**src/verilog/cpp_params.svh**
```systemverilog
// Offsets, field positions, reset values and timing counts of the command pulse front end
`ifndef CPP_PARAMS_SVH
`define CPP_PARAMS_SVH
`define CPP_ADR_CTRL 8'h00
`define CPP_ADR_GEAR 8'h04
`define CPP_ADR_GAIN 8'h08
`define CPP_ADR_SMOOTH 8'h0C
`define CPP_ADR_INPOS 8'h10
`define CPP_ADR_DROOP 8'h14
`define CPP_ADR_STATUS 8'h18
`define CPP_ADR_INT_EN 8'h1C
`define CPP_ADR_INT_CLR 8'h20
`define CPP_GEAR_NUM_LSB 0
`define CPP_GEAR_DEN_LSB 16
`define CPP_RST_FORM 3'h0
`define CPP_RST_GEAR_NUM 15'h0001
`define CPP_RST_GEAR_DEN 15'h0001
`define CPP_RST_GAIN 8'h19
`define CPP_RST_SMOOTH 16'h0000
`define CPP_RST_INPOS 15'h0064
`define CPP_IRQ_INPOS 0
`define CPP_IRQ_CLEAR 1
`define CPP_IRQ_QERR 2
`define CPP_CLK_PERIOD_NS 10
`define CPP_SMOOTH_RES_NS 1000000
`define CPP_MS_CYCLES (`CPP_SMOOTH_RES_NS / `CPP_CLK_PERIOD_NS)
`endif

```
**src/verilog/cpp_pkg.sv**
```systemverilog
// Types shared by the command pulse front end
package cpp_pkg;
    typedef struct packed {
        logic cyc;
        logic stb;
        logic we;
        logic [7:0] adr;
        logic [3:0] sel;
        logic [31:0] dat;
    } cpp_wb_req_t;

    typedef struct packed {
        logic ack;
        logic [31:0] dat;
    } cpp_wb_rsp_t;

    typedef enum logic [2:0] {
        CPP_FORM_SEP_NEG = 3'b000,
        CPP_FORM_STEP_NEG = 3'b001,
        CPP_FORM_QUAD_NEG = 3'b010,
        CPP_FORM_SEP_POS = 3'b011,
        CPP_FORM_STEP_POS = 3'b100,
        CPP_FORM_QUAD_POS = 3'b101
    } cpp_form_t;

    typedef enum logic {
        CPP_DIV_IDLE = 1'b0,
        CPP_DIV_RUN = 1'b1
    } cpp_div_state_t;

    function automatic logic [31:0] cpp_merge(input logic [31:0] old_v,
                                              input logic [31:0] new_v,
                                              input logic [3:0] sel);
        logic [31:0] r;
        r = old_v;
        for (int i = 0; i < 4; i++) begin
            if (sel[i]) begin
                r[8*i +: 8] = new_v[8*i +: 8];
            end
        end
        return r;
    endfunction : cpp_merge

    // Returns {count, forward, invalid} for one sample step of two phases
    function automatic logic [2:0] cpp_quad(input logic ap, input logic bp,
                                            input logic a, input logic b);
        logic ca;
        logic cb;
        ca = a ^ ap;
        cb = b ^ bp;
        return {ca ^ cb, a ^ bp, ca & cb};
    endfunction : cpp_quad
endpackage : cpp_pkg

```
**src/verilog/cpp_position_input.sv**
```systemverilog
// Command pulse decoder, electronic gear, smoothing and deviation counter
// Function
// - Form 0 counts low pulses on forward input up, on reverse input down.
// - Form 2 decodes low-active A/B quadrature, counting every edge, four per cycle.
// - Forms 3, 4, 5 are the high-active versions of forms 0, 1, 2.
// - Deviation counter accumulates scaled command minus encoder feedback.
// - Steady droop equals command frequency over loop gain, default gain 25.
// - Nonzero smoothing time filters the scaled command rate.
// - Smoothing ramps abrupt rate changes; zero means no smoothing.
// - Scale each command count by numerator over denominator, both 0..32767, default 1.
// - In-position flag set while droop magnitude is below the in-position width.
// - Rising edge of the clear input zeroes the deviation counter.
//
// Local design decisions: the address map and the Wishbone slave port.
`timescale 1ns/1ps
`default_nettype none
`include "cpp_params.svh"
module cpp_position_input
    import cpp_pkg::*;
#(
    parameter int MS_CYCLES = `CPP_MS_CYCLES
) (
    input wire logic clk_i,
    input wire logic rst_i,
    input wire cpp_wb_req_t wb_req_i,
    output var cpp_wb_rsp_t wb_rsp_o,
    input wire logic fwd_pulse_input_i,
    input wire logic rev_pulse_input_i,
    input wire logic counter_clear_input_i,
    input wire logic enc_a_i,
    input wire logic enc_b_i,
    output var logic inposition_flag_o,
    output var logic irq_o,
    output var logic signed [40:0] speed_cmd_o
);
    localparam int MSW = $clog2(MS_CYCLES + 1);
    localparam int SHN = 16;

    // Pin synchronisers: bit 0 fwd, 1 rev, 2 clear, 3 enc A, 4 enc B
    logic [4:0] s1_q;
    logic [4:0] s2_q;
    logic [4:0] s3_q;
    logic [1:0] prime_q;
    logic [2:0] form_q;
    logic [14:0] gear_num_q;
    logic [14:0] gear_den_q;
    logic [7:0] gain_q;
    logic [15:0] smooth_q;
    logic [14:0] inpos_q;
    logic [2:0] status_q;
    logic [2:0] int_en_q;
    logic signed [35:0] frac_q;
    logic signed [31:0] back_q;
    logic signed [31:0] droop_q;
    logic [MSW-1:0] ms_cnt_q;
    cpp_div_state_t div_st_q;
    logic [31:0] dvd_q;
    logic [32:0] rem_q;
    logic [5:0] div_cnt_q;
    logic div_neg_q;
    logic div_done_q;

    always_ff @(posedge clk_i) begin
        if (rst_i) begin
            s1_q <= 5'h00;
            s2_q <= 5'h00;
            s3_q <= 5'h00;
            prime_q <= 2'h0;
        end else begin
            s1_q <= {enc_b_i, enc_a_i, counter_clear_input_i,
                     rev_pulse_input_i, fwd_pulse_input_i};
            s2_q <= s1_q;
            s3_q <= s2_q;
            // Edges seen before the history is filled are reset artefacts
            if (prime_q != 2'h3) begin
                prime_q <= prime_q + 2'h1;
            end
        end
    end

    wire primed = (prime_q == 2'h3);

    // Command decode
    wire pos_logic = (form_q >= CPP_FORM_SEP_POS);
    wire [2:0] form_sub = pos_logic ? 3'(form_q - CPP_FORM_SEP_POS) : form_q;
    wire a_now = pos_logic ? s2_q[0] : ~s2_q[0];
    wire a_prv = pos_logic ? s3_q[0] : ~s3_q[0];
    wire b_now = pos_logic ? s2_q[1] : ~s2_q[1];
    wire b_prv = pos_logic ? s3_q[1] : ~s3_q[1];
    wire a_edge = primed & a_now & ~a_prv;
    wire b_edge = primed & b_now & ~b_prv;
    wire [2:0] cq = cpp_quad(a_prv, b_prv, a_now, b_now);
    wire is_sep = (form_sub == CPP_FORM_SEP_NEG);
    wire is_step = (form_sub == CPP_FORM_STEP_NEG);
    wire is_quad = (form_sub == CPP_FORM_QUAD_NEG);
    wire sep_up = is_sep & a_edge & ~b_edge;
    wire sep_dn = is_sep & b_edge & ~a_edge;
    wire step_up = is_step & a_edge & b_now;
    wire step_dn = is_step & a_edge & ~b_now;
    wire quad_up = is_quad & primed & cq[2] & cq[1];
    wire quad_dn = is_quad & primed & cq[2] & ~cq[1];
    wire quad_err = is_quad & primed & cq[0];
    wire cmd_up = sep_up | step_up | quad_up;
    wire cmd_dn = sep_dn | step_dn | quad_dn;

    // Encoder feedback, always positive logic, A leading B forward
    wire [2:0] fq = cpp_quad(s3_q[3], s3_q[4], s2_q[3], s2_q[4]);
    wire fb_up = primed & fq[2] & fq[1];
    wire fb_dn = primed & fq[2] & ~fq[1];
    wire clr_rise = primed & s2_q[2] & ~s3_q[2];

    // Electronic gear: remainder keeps fractions so no count is lost
    wire signed [35:0] num_s = 36'(gear_num_q);
    wire signed [35:0] frac_in = cmd_up ? frac_q + num_s :
                                 cmd_dn ? frac_q - num_s : frac_q;
    wire frac_neg = frac_in[35];
    wire [35:0] frac_mag = frac_neg ? 36'(-frac_in) : 36'(frac_in);
    wire den_zero = (gear_den_q == 15'h0000);
    wire [35:0] den_sh [SHN];
    wire [SHN-1:0] den_ge;

    // Large ratios emit up to a power-of-two block of counts per cycle
    genvar gk;
    generate
        for (gk = 0; gk < SHN; gk++) begin : g_shift
            assign den_sh[gk] = 36'(gear_den_q) << gk;
            assign den_ge[gk] = (frac_mag >= den_sh[gk]);
        end
    endgenerate

    logic [3:0] shk;
    always_comb begin
        shk = 4'h0;
        for (int k = 0; k < SHN; k++) begin
            if (den_ge[k]) begin
                shk = 4'(k);
            end
        end
    end

    wire emit = ~den_zero & den_ge[0];
    wire [17:0] emit_mag = emit ? 18'(18'h0_0001 << shk) : 18'h0_0000;
    wire signed [31:0] sd = frac_neg ? -32'(emit_mag) : 32'(emit_mag);
    wire [35:0] emit_den = emit ? den_sh[shk] : 36'h0_0000_0000;
    wire signed [35:0] frac_d = den_zero ? 36'sh0_0000_0000 :
                                frac_neg ? frac_in + $signed(emit_den) :
                                frac_in - $signed(emit_den);

    // Smoothing: each ms, release backlog divided by the time constant
    wire smooth_off = (smooth_q == 16'h0000);
    wire ms_tick = (ms_cnt_q == MSW'(MS_CYCLES - 1));
    wire [31:0] back_mag = back_q[31] ? 32'(-back_q) : 32'(back_q);
    wire div_start = ms_tick & ~smooth_off & (div_st_q == CPP_DIV_IDLE)
                     & (back_q != 32'sh0000_0000);
    wire [32:0] rem_sh = {rem_q[31:0], dvd_q[31]};
    wire rem_ge = (rem_sh >= 33'(smooth_q));
    // Never release zero while a backlog is left, or it would stall forever
    wire [31:0] q_rel = (dvd_q == 32'h0000_0000) ? 32'h0000_0001 : dvd_q;
    wire signed [31:0] rel = smooth_off ? back_q + sd :
                             div_done_q ? (div_neg_q ? -$signed(q_rel) : $signed(q_rel)) :
                             32'sh0000_0000;
    wire signed [31:0] back_d = back_q + sd - rel;

    always_ff @(posedge clk_i) begin
        if (rst_i) begin
            ms_cnt_q <= '0;
            div_st_q <= CPP_DIV_IDLE;
            dvd_q <= 32'h0000_0000;
            rem_q <= 33'h0_0000_0000;
            div_cnt_q <= 6'h00;
            div_neg_q <= 1'b0;
            div_done_q <= 1'b0;
        end else begin
            ms_cnt_q <= ms_tick ? '0 : ms_cnt_q + 1'b1;
            div_done_q <= 1'b0;
            case (div_st_q)
                CPP_DIV_IDLE: begin
                    if (div_start) begin
                        dvd_q <= back_mag;
                        div_neg_q <= back_q[31];
                        rem_q <= 33'h0_0000_0000;
                        div_cnt_q <= 6'h00;
                        div_st_q <= CPP_DIV_RUN;
                    end
                end
                CPP_DIV_RUN: begin
                    rem_q <= rem_ge ? rem_sh - 33'(smooth_q) : rem_sh;
                    dvd_q <= {dvd_q[30:0], rem_ge};
                    div_cnt_q <= div_cnt_q + 6'h01;
                    if (div_cnt_q == 6'h1F) begin
                        div_done_q <= ~smooth_off;
                        div_st_q <= CPP_DIV_IDLE;
                    end
                end
                default: begin
                    div_st_q <= CPP_DIV_IDLE;
                end
            endcase
        end
    end

    // Deviation counter
    wire signed [31:0] fb_step = fb_up ? 32'sh0000_0001 :
                                 fb_dn ? -32'sh0000_0001 : 32'sh0000_0000;
    wire signed [31:0] droop_d = clr_rise ? 32'sh0000_0000 : droop_q + rel - fb_step;
    wire [31:0] droop_mag = droop_q[31] ? 32'(-droop_q) : 32'(droop_q);
    wire inpos_d = (droop_mag < 32'(inpos_q));

    always_ff @(posedge clk_i) begin
        if (rst_i) begin
            frac_q <= 36'sh0_0000_0000;
            back_q <= 32'sh0000_0000;
            droop_q <= 32'sh0000_0000;
            inposition_flag_o <= 1'b0;
            speed_cmd_o <= 41'sh000_0000_0000;
        end else begin
            frac_q <= frac_d;
            back_q <= back_d;
            droop_q <= droop_d;
            inposition_flag_o <= inpos_d;
            // Speed demand is droop times gain, so steady droop is rate over gain
            speed_cmd_o <= 41'(droop_q * $signed({1'b0, gain_q}));
        end
    end

    // Wishbone slave, one wait state, unmapped reads return zero
    wire wb_hit = wb_req_i.cyc & wb_req_i.stb & ~wb_rsp_o.ack;
    wire wb_wr = wb_hit & wb_req_i.we;
    wire [7:0] wadr = {wb_req_i.adr[7:2], 2'b00};
    wire [31:0] wdat = wb_req_i.dat;
    wire [3:0] wsel = wb_req_i.sel;
    wire [31:0] gear_rd = {1'b0, gear_den_q, 1'b0, gear_num_q};
    wire [31:0] ctrl_m = cpp_merge({29'h0, form_q}, wdat, wsel);
    wire [31:0] gear_m = cpp_merge(gear_rd, wdat, wsel);
    wire [31:0] gain_m = cpp_merge({24'h00_0000, gain_q}, wdat, wsel);
    wire [31:0] smooth_m = cpp_merge({16'h0000, smooth_q}, wdat, wsel);
    wire [31:0] inpos_m = cpp_merge({17'h0_0000, inpos_q}, wdat, wsel);
    wire [31:0] en_m = cpp_merge({29'h0, int_en_q}, wdat, wsel);
    wire [31:0] clr_m = cpp_merge(32'h0000_0000, wdat, wsel);
    wire [2:0] int_clr = (wb_wr & (wadr == `CPP_ADR_INT_CLR)) ? clr_m[2:0] : 3'h0;
    wire [31:0] rd_mux =
        (wadr == `CPP_ADR_CTRL) ? {29'h0, form_q} :
        (wadr == `CPP_ADR_GEAR) ? gear_rd :
        (wadr == `CPP_ADR_GAIN) ? {24'h00_0000, gain_q} :
        (wadr == `CPP_ADR_SMOOTH) ? {16'h0000, smooth_q} :
        (wadr == `CPP_ADR_INPOS) ? {17'h0_0000, inpos_q} :
        (wadr == `CPP_ADR_DROOP) ? droop_q :
        (wadr == `CPP_ADR_STATUS) ? {29'h0, status_q} :
        (wadr == `CPP_ADR_INT_EN) ? {29'h0, int_en_q} : 32'h0000_0000;

    // Events; a new event in the clearing cycle stays set
    logic [2:0] ev;
    always_comb begin
        ev = 3'h0;
        ev[`CPP_IRQ_INPOS] = inpos_d & ~inposition_flag_o;
        ev[`CPP_IRQ_CLEAR] = clr_rise;
        ev[`CPP_IRQ_QERR] = quad_err;
    end
    wire [2:0] status_d = (status_q & ~int_clr) | ev;

    always_ff @(posedge clk_i) begin
        if (rst_i) begin
            wb_rsp_o <= '0;
            form_q <= `CPP_RST_FORM;
            gear_num_q <= `CPP_RST_GEAR_NUM;
            gear_den_q <= `CPP_RST_GEAR_DEN;
            gain_q <= `CPP_RST_GAIN;
            smooth_q <= `CPP_RST_SMOOTH;
            inpos_q <= `CPP_RST_INPOS;
            status_q <= 3'h0;
            int_en_q <= 3'h0;
            irq_o <= 1'b0;
        end else begin
            wb_rsp_o.ack <= wb_hit;
            wb_rsp_o.dat <= wb_hit ? rd_mux : 32'h0000_0000;
            status_q <= status_d;
            irq_o <= |(status_d & int_en_q);
            if (wb_wr) begin
                case (wadr)
                    `CPP_ADR_CTRL: form_q <= ctrl_m[2:0];
                    `CPP_ADR_GEAR: begin
                        gear_num_q <= gear_m[`CPP_GEAR_NUM_LSB +: 15];
                        gear_den_q <= gear_m[`CPP_GEAR_DEN_LSB +: 15];
                    end
                    `CPP_ADR_GAIN: gain_q <= gain_m[7:0];
                    `CPP_ADR_SMOOTH: smooth_q <= smooth_m[15:0];
                    `CPP_ADR_INPOS: inpos_q <= inpos_m[14:0];
                    `CPP_ADR_INT_EN: int_en_q <= en_m[2:0];
                    default: begin
                    end
                endcase
            end
        end
    end
endmodule : cpp_position_input
`default_nettype wire

```
**config.mk**
```make
export PLATFORM = sky130hd
export DESIGN_NAME = cpp_position_input
export DESIGN_NICKNAME = d
export VERILOG_FILES = /design/src/verilog/cpp_pkg.sv /design/src/verilog/cpp_position_input.sv
export VERILOG_INCLUDE_DIRS = /design/src /design/src/verilog
export SDC_FILE = /design/constraint.sdc
export NUM_CORES = 2
export LEC_CHECK = 0
export ABC_AREA = 1
export BUFFER_PORTS_ARGS = -buffer_cell sky130_fd_sc_hd__buf_2
export CORE_AREA = 4 4 362 364
export CTS_CLUSTER_SIZE = 10
export DETAILED_ROUTE_END_ITERATION = 10
export DIE_AREA = 0 0 366 368
export GPL_TIMING_DRIVEN = 0
export MAX_ROUTING_LAYER = met4
export SKIP_LAST_GASP = 1
export SYNTH_ARGS = -nofsm -noshare
export SYNTH_HDL_FRONTEND = slang
export SYNTH_SLANG_ARGS = --single-unit
```
**constraint.sdc**
```tcl
create_clock -name clk_i -period 11.6 [get_ports clk_i]
set_input_delay 2.32 -clock clk_i [delete_from_list [all_inputs] [get_ports clk_i]]
set_output_delay 2.32 -clock clk_i [all_outputs]
set_load 0.03 [all_outputs]
```
### After elaboration in Yosys (flattened, before gate mapping)

Index checks and enable logic that the tools add are counted.

* register bits: 361
* input bits: 54
* output and inout bits: 76
* logic and storage cells: 241

* $add $sub $neg: 18
* multipliers: 1
* $lt $le $gt $ge: 20
* eq/ne operators: 15
* shift operators: 1
* muxes and demuxes: 58
* bitwise logic cells: 67
* reduce and logical (&&, ||, !) cells: 27

Operators with widths (number)
* two-way mux 32 bit: 13
* two-way mux 36 bit: 7
* binary-select mux 36 bit (select 4 bit): 1
* one-hot mux 32 bit (2 select lines): 2
* two-way mux 31 bit: 4
* negator 32 bit: 3
* adder 32 bit: 2
* subtractor 32 bit: 2
* two-way mux 4 bit: 14
* multiplier 32 x 9 -> 41 bit: 1
* adder 36 x 16 -> 36 bit: 1
* adder 36 bit: 1
* >= comparator 36 x 15 -> 1 bit: 1
* >= comparator 36 x 16 -> 1 bit: 1
* >= comparator 36 x 17 -> 1 bit: 1
* >= comparator 36 x 18 -> 1 bit: 1
* >= comparator 36 x 19 -> 1 bit: 1
* >= comparator 36 x 20 -> 1 bit: 1
* >= comparator 36 x 21 -> 1 bit: 1
* >= comparator 36 x 22 -> 1 bit: 1
* >= comparator 36 x 23 -> 1 bit: 1
* >= comparator 36 x 24 -> 1 bit: 1
* >= comparator 36 x 25 -> 1 bit: 1
* >= comparator 36 x 26 -> 1 bit: 1
* 54 further kinds: 144

### Logic depth before layout (Yosys ltp)

* word-level depth: 36
* gate-level depth with buffers: 104
* depth with buffers taken out: 102

### Least setup slack after synthesis

No wires, ideal clock.

* path type: register -> register
* start point: reg form_q[0]
* end point: reg droop_q[31]
* setup time: 72 ps
* arrival: 12085 ps
* required time: 11528 ps
* path slack: -557 ps
* stages on the path, launching flop included: 89
* path buffers: 1
* clock period less this slack: 12157 ps
* cells stage by stage: dfxtp_1 -> ha_1 -> ha_1 -> nor2_4 -> nand2_2 -> nand2_1 -> nand2_2 -> nand2_1 -> nor2_2 -> nand2_2 -> nand3_4 -> buf_6 -> o21bai_1 -> nand2_1 -> inv_2 -> ha_1 -> nand3_1 -> inv_1 -> (+53 left out) -> o21ai_0 -> nand3_1 -> nand2_1 -> nand3_1 -> nand2_1 -> xor2_1 -> nand2_1 -> o21ai_0 -> inv_1 -> fa_1 -> inv_1 -> ha_1 -> nand2_1 -> nor2_1 -> a211oi_1 -> o31ai_1 -> or2_0 -> a21oi_1

* word-level cells in the longest chain between the ends: 36
* elaborated cells on any way between the ends: 83
* classes of those cells: add/sub (6); order compare (17); eq/ne (2); shift (1); mux (26); bitwise (30); reduce/logical (1)

Ends and longest elaborated chain
* start: declaration: RTL line cpp_position_input.sv:44 `logic [2:0] form_q;`
* start signal: assignment: RTL line cpp_position_input.sv:264 `` form_q <= `CPP_RST_FORM; ``
* start signal: assignment: RTL line cpp_position_input.sv:280 `` `CPP_ADR_CTRL: form_q <= ctrl_m[2:0]; ``
* >= comparator 3 x 2 -> 1 bit: RTL line cpp_position_input.sv:84 `wire pos_logic = (form_q >= CPP_FORM_SEP_POS);`
* two-way mux 1 bit (on tied branches)
* AND 1 bit, or another cell as far along: RTL line cpp_position_input.sv:91 `wire b_edge = primed & b_now & ~b_prv;`
* AND 1 bit (on tied branches): RTL line cpp_position_input.sv:91, cpp_position_input.sv:90
* AND 1 bit, or another cell as far along: RTL line cpp_position_input.sv:97 `wire sep_dn = is_sep & b_edge & ~a_edge;`
* AND 1 bit (on tied branches): RTL line cpp_position_input.sv:97, cpp_position_input.sv:99
* bitwise OR 1 bit (2 in series): RTL line cpp_position_input.sv:104 `wire cmd_dn = sep_dn | step_dn | quad_dn;`
* two-way mux 36 bit: RTL line cpp_position_input.sv:115 `cmd_dn ? frac_q - num_s : frac_q;`
* (+19 left out)
* << shifter 1 x 4 -> 18 bit: RTL line cpp_position_input.sv:142 `wire [17:0] emit_mag = emit ? 18'(18'h0_0001 << shk) : 18'h0_0000;`
* two-way mux 18 bit: RTL line cpp_position_input.sv:142
* negator 18 -> 32 bit: RTL line cpp_position_input.sv:143 `wire signed [31:0] sd = frac_neg ? -32'(emit_mag) : 32'(emit_mag);`
* two-way mux 32 bit (*): RTL line cpp_position_input.sv:143
* adder 32 bit (*): RTL line cpp_position_input.sv:159 `wire signed [31:0] rel = smooth_off ? back_q + sd :`
* two-way mux 32 bit (*): RTL line cpp_position_input.sv:159
* adder 32 bit (*): RTL line cpp_position_input.sv:205 `wire signed [31:0] droop_d = clr_rise ? 32'sh0000_0000 : droop_q + rel - fb_step;`
* subtractor 32 bit (*): RTL line cpp_position_input.sv:205
* end signal: assignment: RTL line cpp_position_input.sv:219 `droop_q <= droop_d;`
* end: declaration: RTL line cpp_position_input.sv:54 `logic signed [31:0] droop_q;`

Mark *: on every way between the ends. The rest lies on a longest branch, timed or not.
A chain may end at the register's enable or synchronous reset.

### Worst setup path in the final report

* start point: reg form_q[1]
* end point: reg droop_q[31]

Same word-level chain as after synthesis.

==> results.sh <==
export IMPL_synth_most_common_cell="nand2_1"
export IMPL_endpoint_kind="register"
export IMPL_placed_area_um2=47300
export IMPL_fin_area_um2=53900
export IMPL_top_level_ports=130
export IMPL_setup_viol=9
export IMPL_skew_ps=53.1
export IMPL_ys_top_cells_by_area="dfxtp_1 16%, ha_1 15%, nand2_1 13%"
export IMPL_grt_usage=0.251
export IMPL_clk_pin_slew_ps=60
export IMPL_synth_cell_types=68
export IMPL_synth_commonest_cells="1,562 x nand2_1, 1,197 x inv_1, 562 x a21oi_1, 543 x nor2_1, 523 x ha_1"
export IMPL_synth_ff_latch_count=361
export IMPL_cp_slowest_cell="fa_1"
export IMPL_wl_per_cell_um=19.4
export IMPL_cts_hold_buffers=0
export IMPL_tightest_slew_ps=1380
export IMPL_slowest_delay_ps=510
export IMPL_drive_gt1_frac=0.154
export IMPL_dieArea_um2=135000
export IMPL_pwr_share_seq=0.106
export IMPL_cts_tree="yes"
export IMPL_synth_main_ff_cell="dfxtp_1"
export IMPL_yosysTopAreaCellShare=0.162
export IMPL_slew_viol_final=0
export IMPL_hpwl_um=134000
export IMPL_rows=131
export IMPL_nets=8013
export IMPL_antenna_found_initial=9
export IMPL_drcViolationCount=0
export IMPL_use_met2=0.383
export IMPL_rr_worst_depth=94
export IMPL_synthArstFlopShare=0
export IMPL_viasPerCell=5.27
export IMPL_hold_class="register to register"
export IMPL_rsz0062_at_grt="yes"
export IMPL_setup_ws_ps=-442
export IMPL_grt_first_pass_wirelength_um=258000
export IMPL_start_util=0.350
export IMPL_netSwitchingPower_w=0.00819
export IMPL_cts_buffers=50
export IMPL_ir_worst_vdd_mv=0.238
export IMPL_violations="negative setup slack"
export IMPL_finalHoldViolations=0
export IMPL_whs_path_depth=2
export IMPL_clock_latency_ps=670
export IMPL_synth_nets=7593
export IMPL_synth_edff_count=0
export IMPL_critPathMostFrequentCell="nand2_1"
export IMPL_outcome="complete, but fails checks"
export IMPL_comb_power_share=0.792
export IMPL_dr_pass1_iters=6
export IMPL_ys_warn_count=0
export IMPL_wl_um=173000
export IMPL_busiest_layer="met2"
export IMPL_grt_pass1_vias=44100
export IMPL_drv_cap=0
export IMPL_worstSetupStartpointType="register"
export IMPL_power_w=0.0157
export IMPL_grt_max_degree=28
export IMPL_vias=47000
export IMPL_crit_fanout=7
export IMPL_syn_cell_area_um2=44600
export IMPL_clkPwrFrac=0.103
export IMPL_netlist_instances=6781
export IMPL_ant_nets=0
export IMPL_ys_seq_area_frac=0.162
export IMPL_internal_power_w=0.00747
export IMPL_critical_path_required_ps=12180
export IMPL_met3_usage=0.0351
export IMPL_fp_dieH_um=368
export IMPL_clock_path_buffers=3
export IMPL_final_period_utilization=1.04
export IMPL_grt_util_met1=0.345
export IMPL_drt_iter0_markers=4201
export IMPL_avgSynthCellArea_um2=6.57
export IMPL_power_density_nw_per_um2=291
export IMPL_gr_total_overflow=0
export IMPL_htree_num_levels=2
export IMPL_place_gp_congestion=0.997
export IMPL_switching_share=0.523
export IMPL_yosysTopAreaCell="dfxtp_1"
export IMPL_critical_path_depth=94
export IMPL_die_w_um=366
export IMPL_crit_family="simple AND/OR/NAND/NOR gates"
export IMPL_fmaxAchievable_mhz=83.0
export IMPL_period_needed_ps=12040
export IMPL_io_buffer_count=126
export IMPL_crit_arrival_ps=12620
export IMPL_syn_to_final_growth_pct=20.9
export IMPL_cts_root_buf="clkbuf_16"
export IMPL_path_buf_inv=21
export IMPL_worstSetupPathType="register to register"
export IMPL_cts_sinks=361
export IMPL_slew_headroom=0.0822
export IMPL_p_leak_nw=27.1
export IMPL_coreArea_um2=127000
## state kept, by name, indices dropped and copies added, names as in the netlist, 16 cells and up
signal,cells
speed_cmd_o,41
frac_q,36
wb_rsp_o,33
back_q,32
droop_q,32
dvd_q,32
rem_q,32
ms_cnt_q,17
smooth_q,16
## placed cells by master (no fill, tap or decap), drive strengths merged, types with 16 or more instances in the layout
| cell type | count |
|---|---|
| buf | 413 |
| clkbuf | 221 |
| a22oi | 27 |
| o21a | 42 |
| xnor2 | 48 |
| o22ai | 16 |
| nor4 | 40 |
| nand4 | 97 |
| nand3 | 408 |
| nor2 | 575 |
| a221oi | 24 |
| fa | 235 |
| clkinvlp | 16 |
| a31oi | 22 |
| ha | 523 |
| nand2 | 1603 |
| a21oi | 564 |
| xor2 | 174 |
| o211ai | 18 |
| dfxtp | 361 |
| inv | 1200 |
| a211oi | 16 |
| nor3 | 104 |
| or2 | 31 |
| o21ai | 337 |
## final timing paths
check,from,to,slack (ps)
max,form_q[1],droop_q[31],-440
min reg2reg,s1_q[3],s2_q[3],390
max reg2reg,form_q[1],droop_q[31],-440
min,s1_q[3],s2_q[3],390
## routing by layer
metal,share of wire,vias to the layer above
met3,0.074,299
met4,0.034,0
met1,0.46,22300
li1,-,22700
met2,0.44,1676
met5,0,-
## metrics by stage
step,hold slack [ps],utilization,worst slack (ps),std cells,setup TNS (ps)
floorplan,388,-,3.84,6781,0
global placement,393,0.371,-3420,8569,-89250
detailed placement,403,0.372,-3440,8570,-85040
CTS,388,0.406,-263,8799,-602
global route,404,0.423,-1070,8907,-11300
finish,387,0.423,-442,8907,-1710
## final cells by class
type                    count  area, um2
plain buffers             192        940
clock inverters            18        241
clock buffers              70       1430
diodes                      8       20.0
repair buffers            372       2600
flip-flops and latches    361       7250
multi-input cells        5007      34700
well taps                1662       2080
inverters                1217       4660
fillers                 13200      73500
## logic make-up after synthesis
logic type               synth area share
adder cells (fa/ha/maj)             0.252
buffers and inverters               0.122
AO/OA/AOI/OAI                       0.143
AND/OR/NAND/NOR                     0.277
XOR/XNOR                           0.0436
flip-flops                          0.162
## power by group through the flow
stage / sequential, W / clock [W] / combinational [W]
after global placement: 0.00168 / 0 / 0.00928
after CTS: 0.00165 / 0.00164 / 0.0104
after global routing: 0.00168 / 0.00169 / 0.0138
final: 0.00166 / 0.00161 / 0.0124
after detailed placement: 0.00168 / 0 / 0.00944
after floorplan: 0.00172 / 0 / 0.00711
## tightest hold or removal path, stage by stage (launching register included)
cell,delay (ps)
dfxtp_1,300
inv_1,40
nor2_1,30
## repair_timing
action | CTS | global route
pin swaps | 134 | 177
setup endpoints to repair | 61 | 37
buffers inserted | 145 | 101
gates cloned | 1 | 0
gates resized for setup | 405 | 340
No activity file was read; power rests on OpenSTA's default activity.
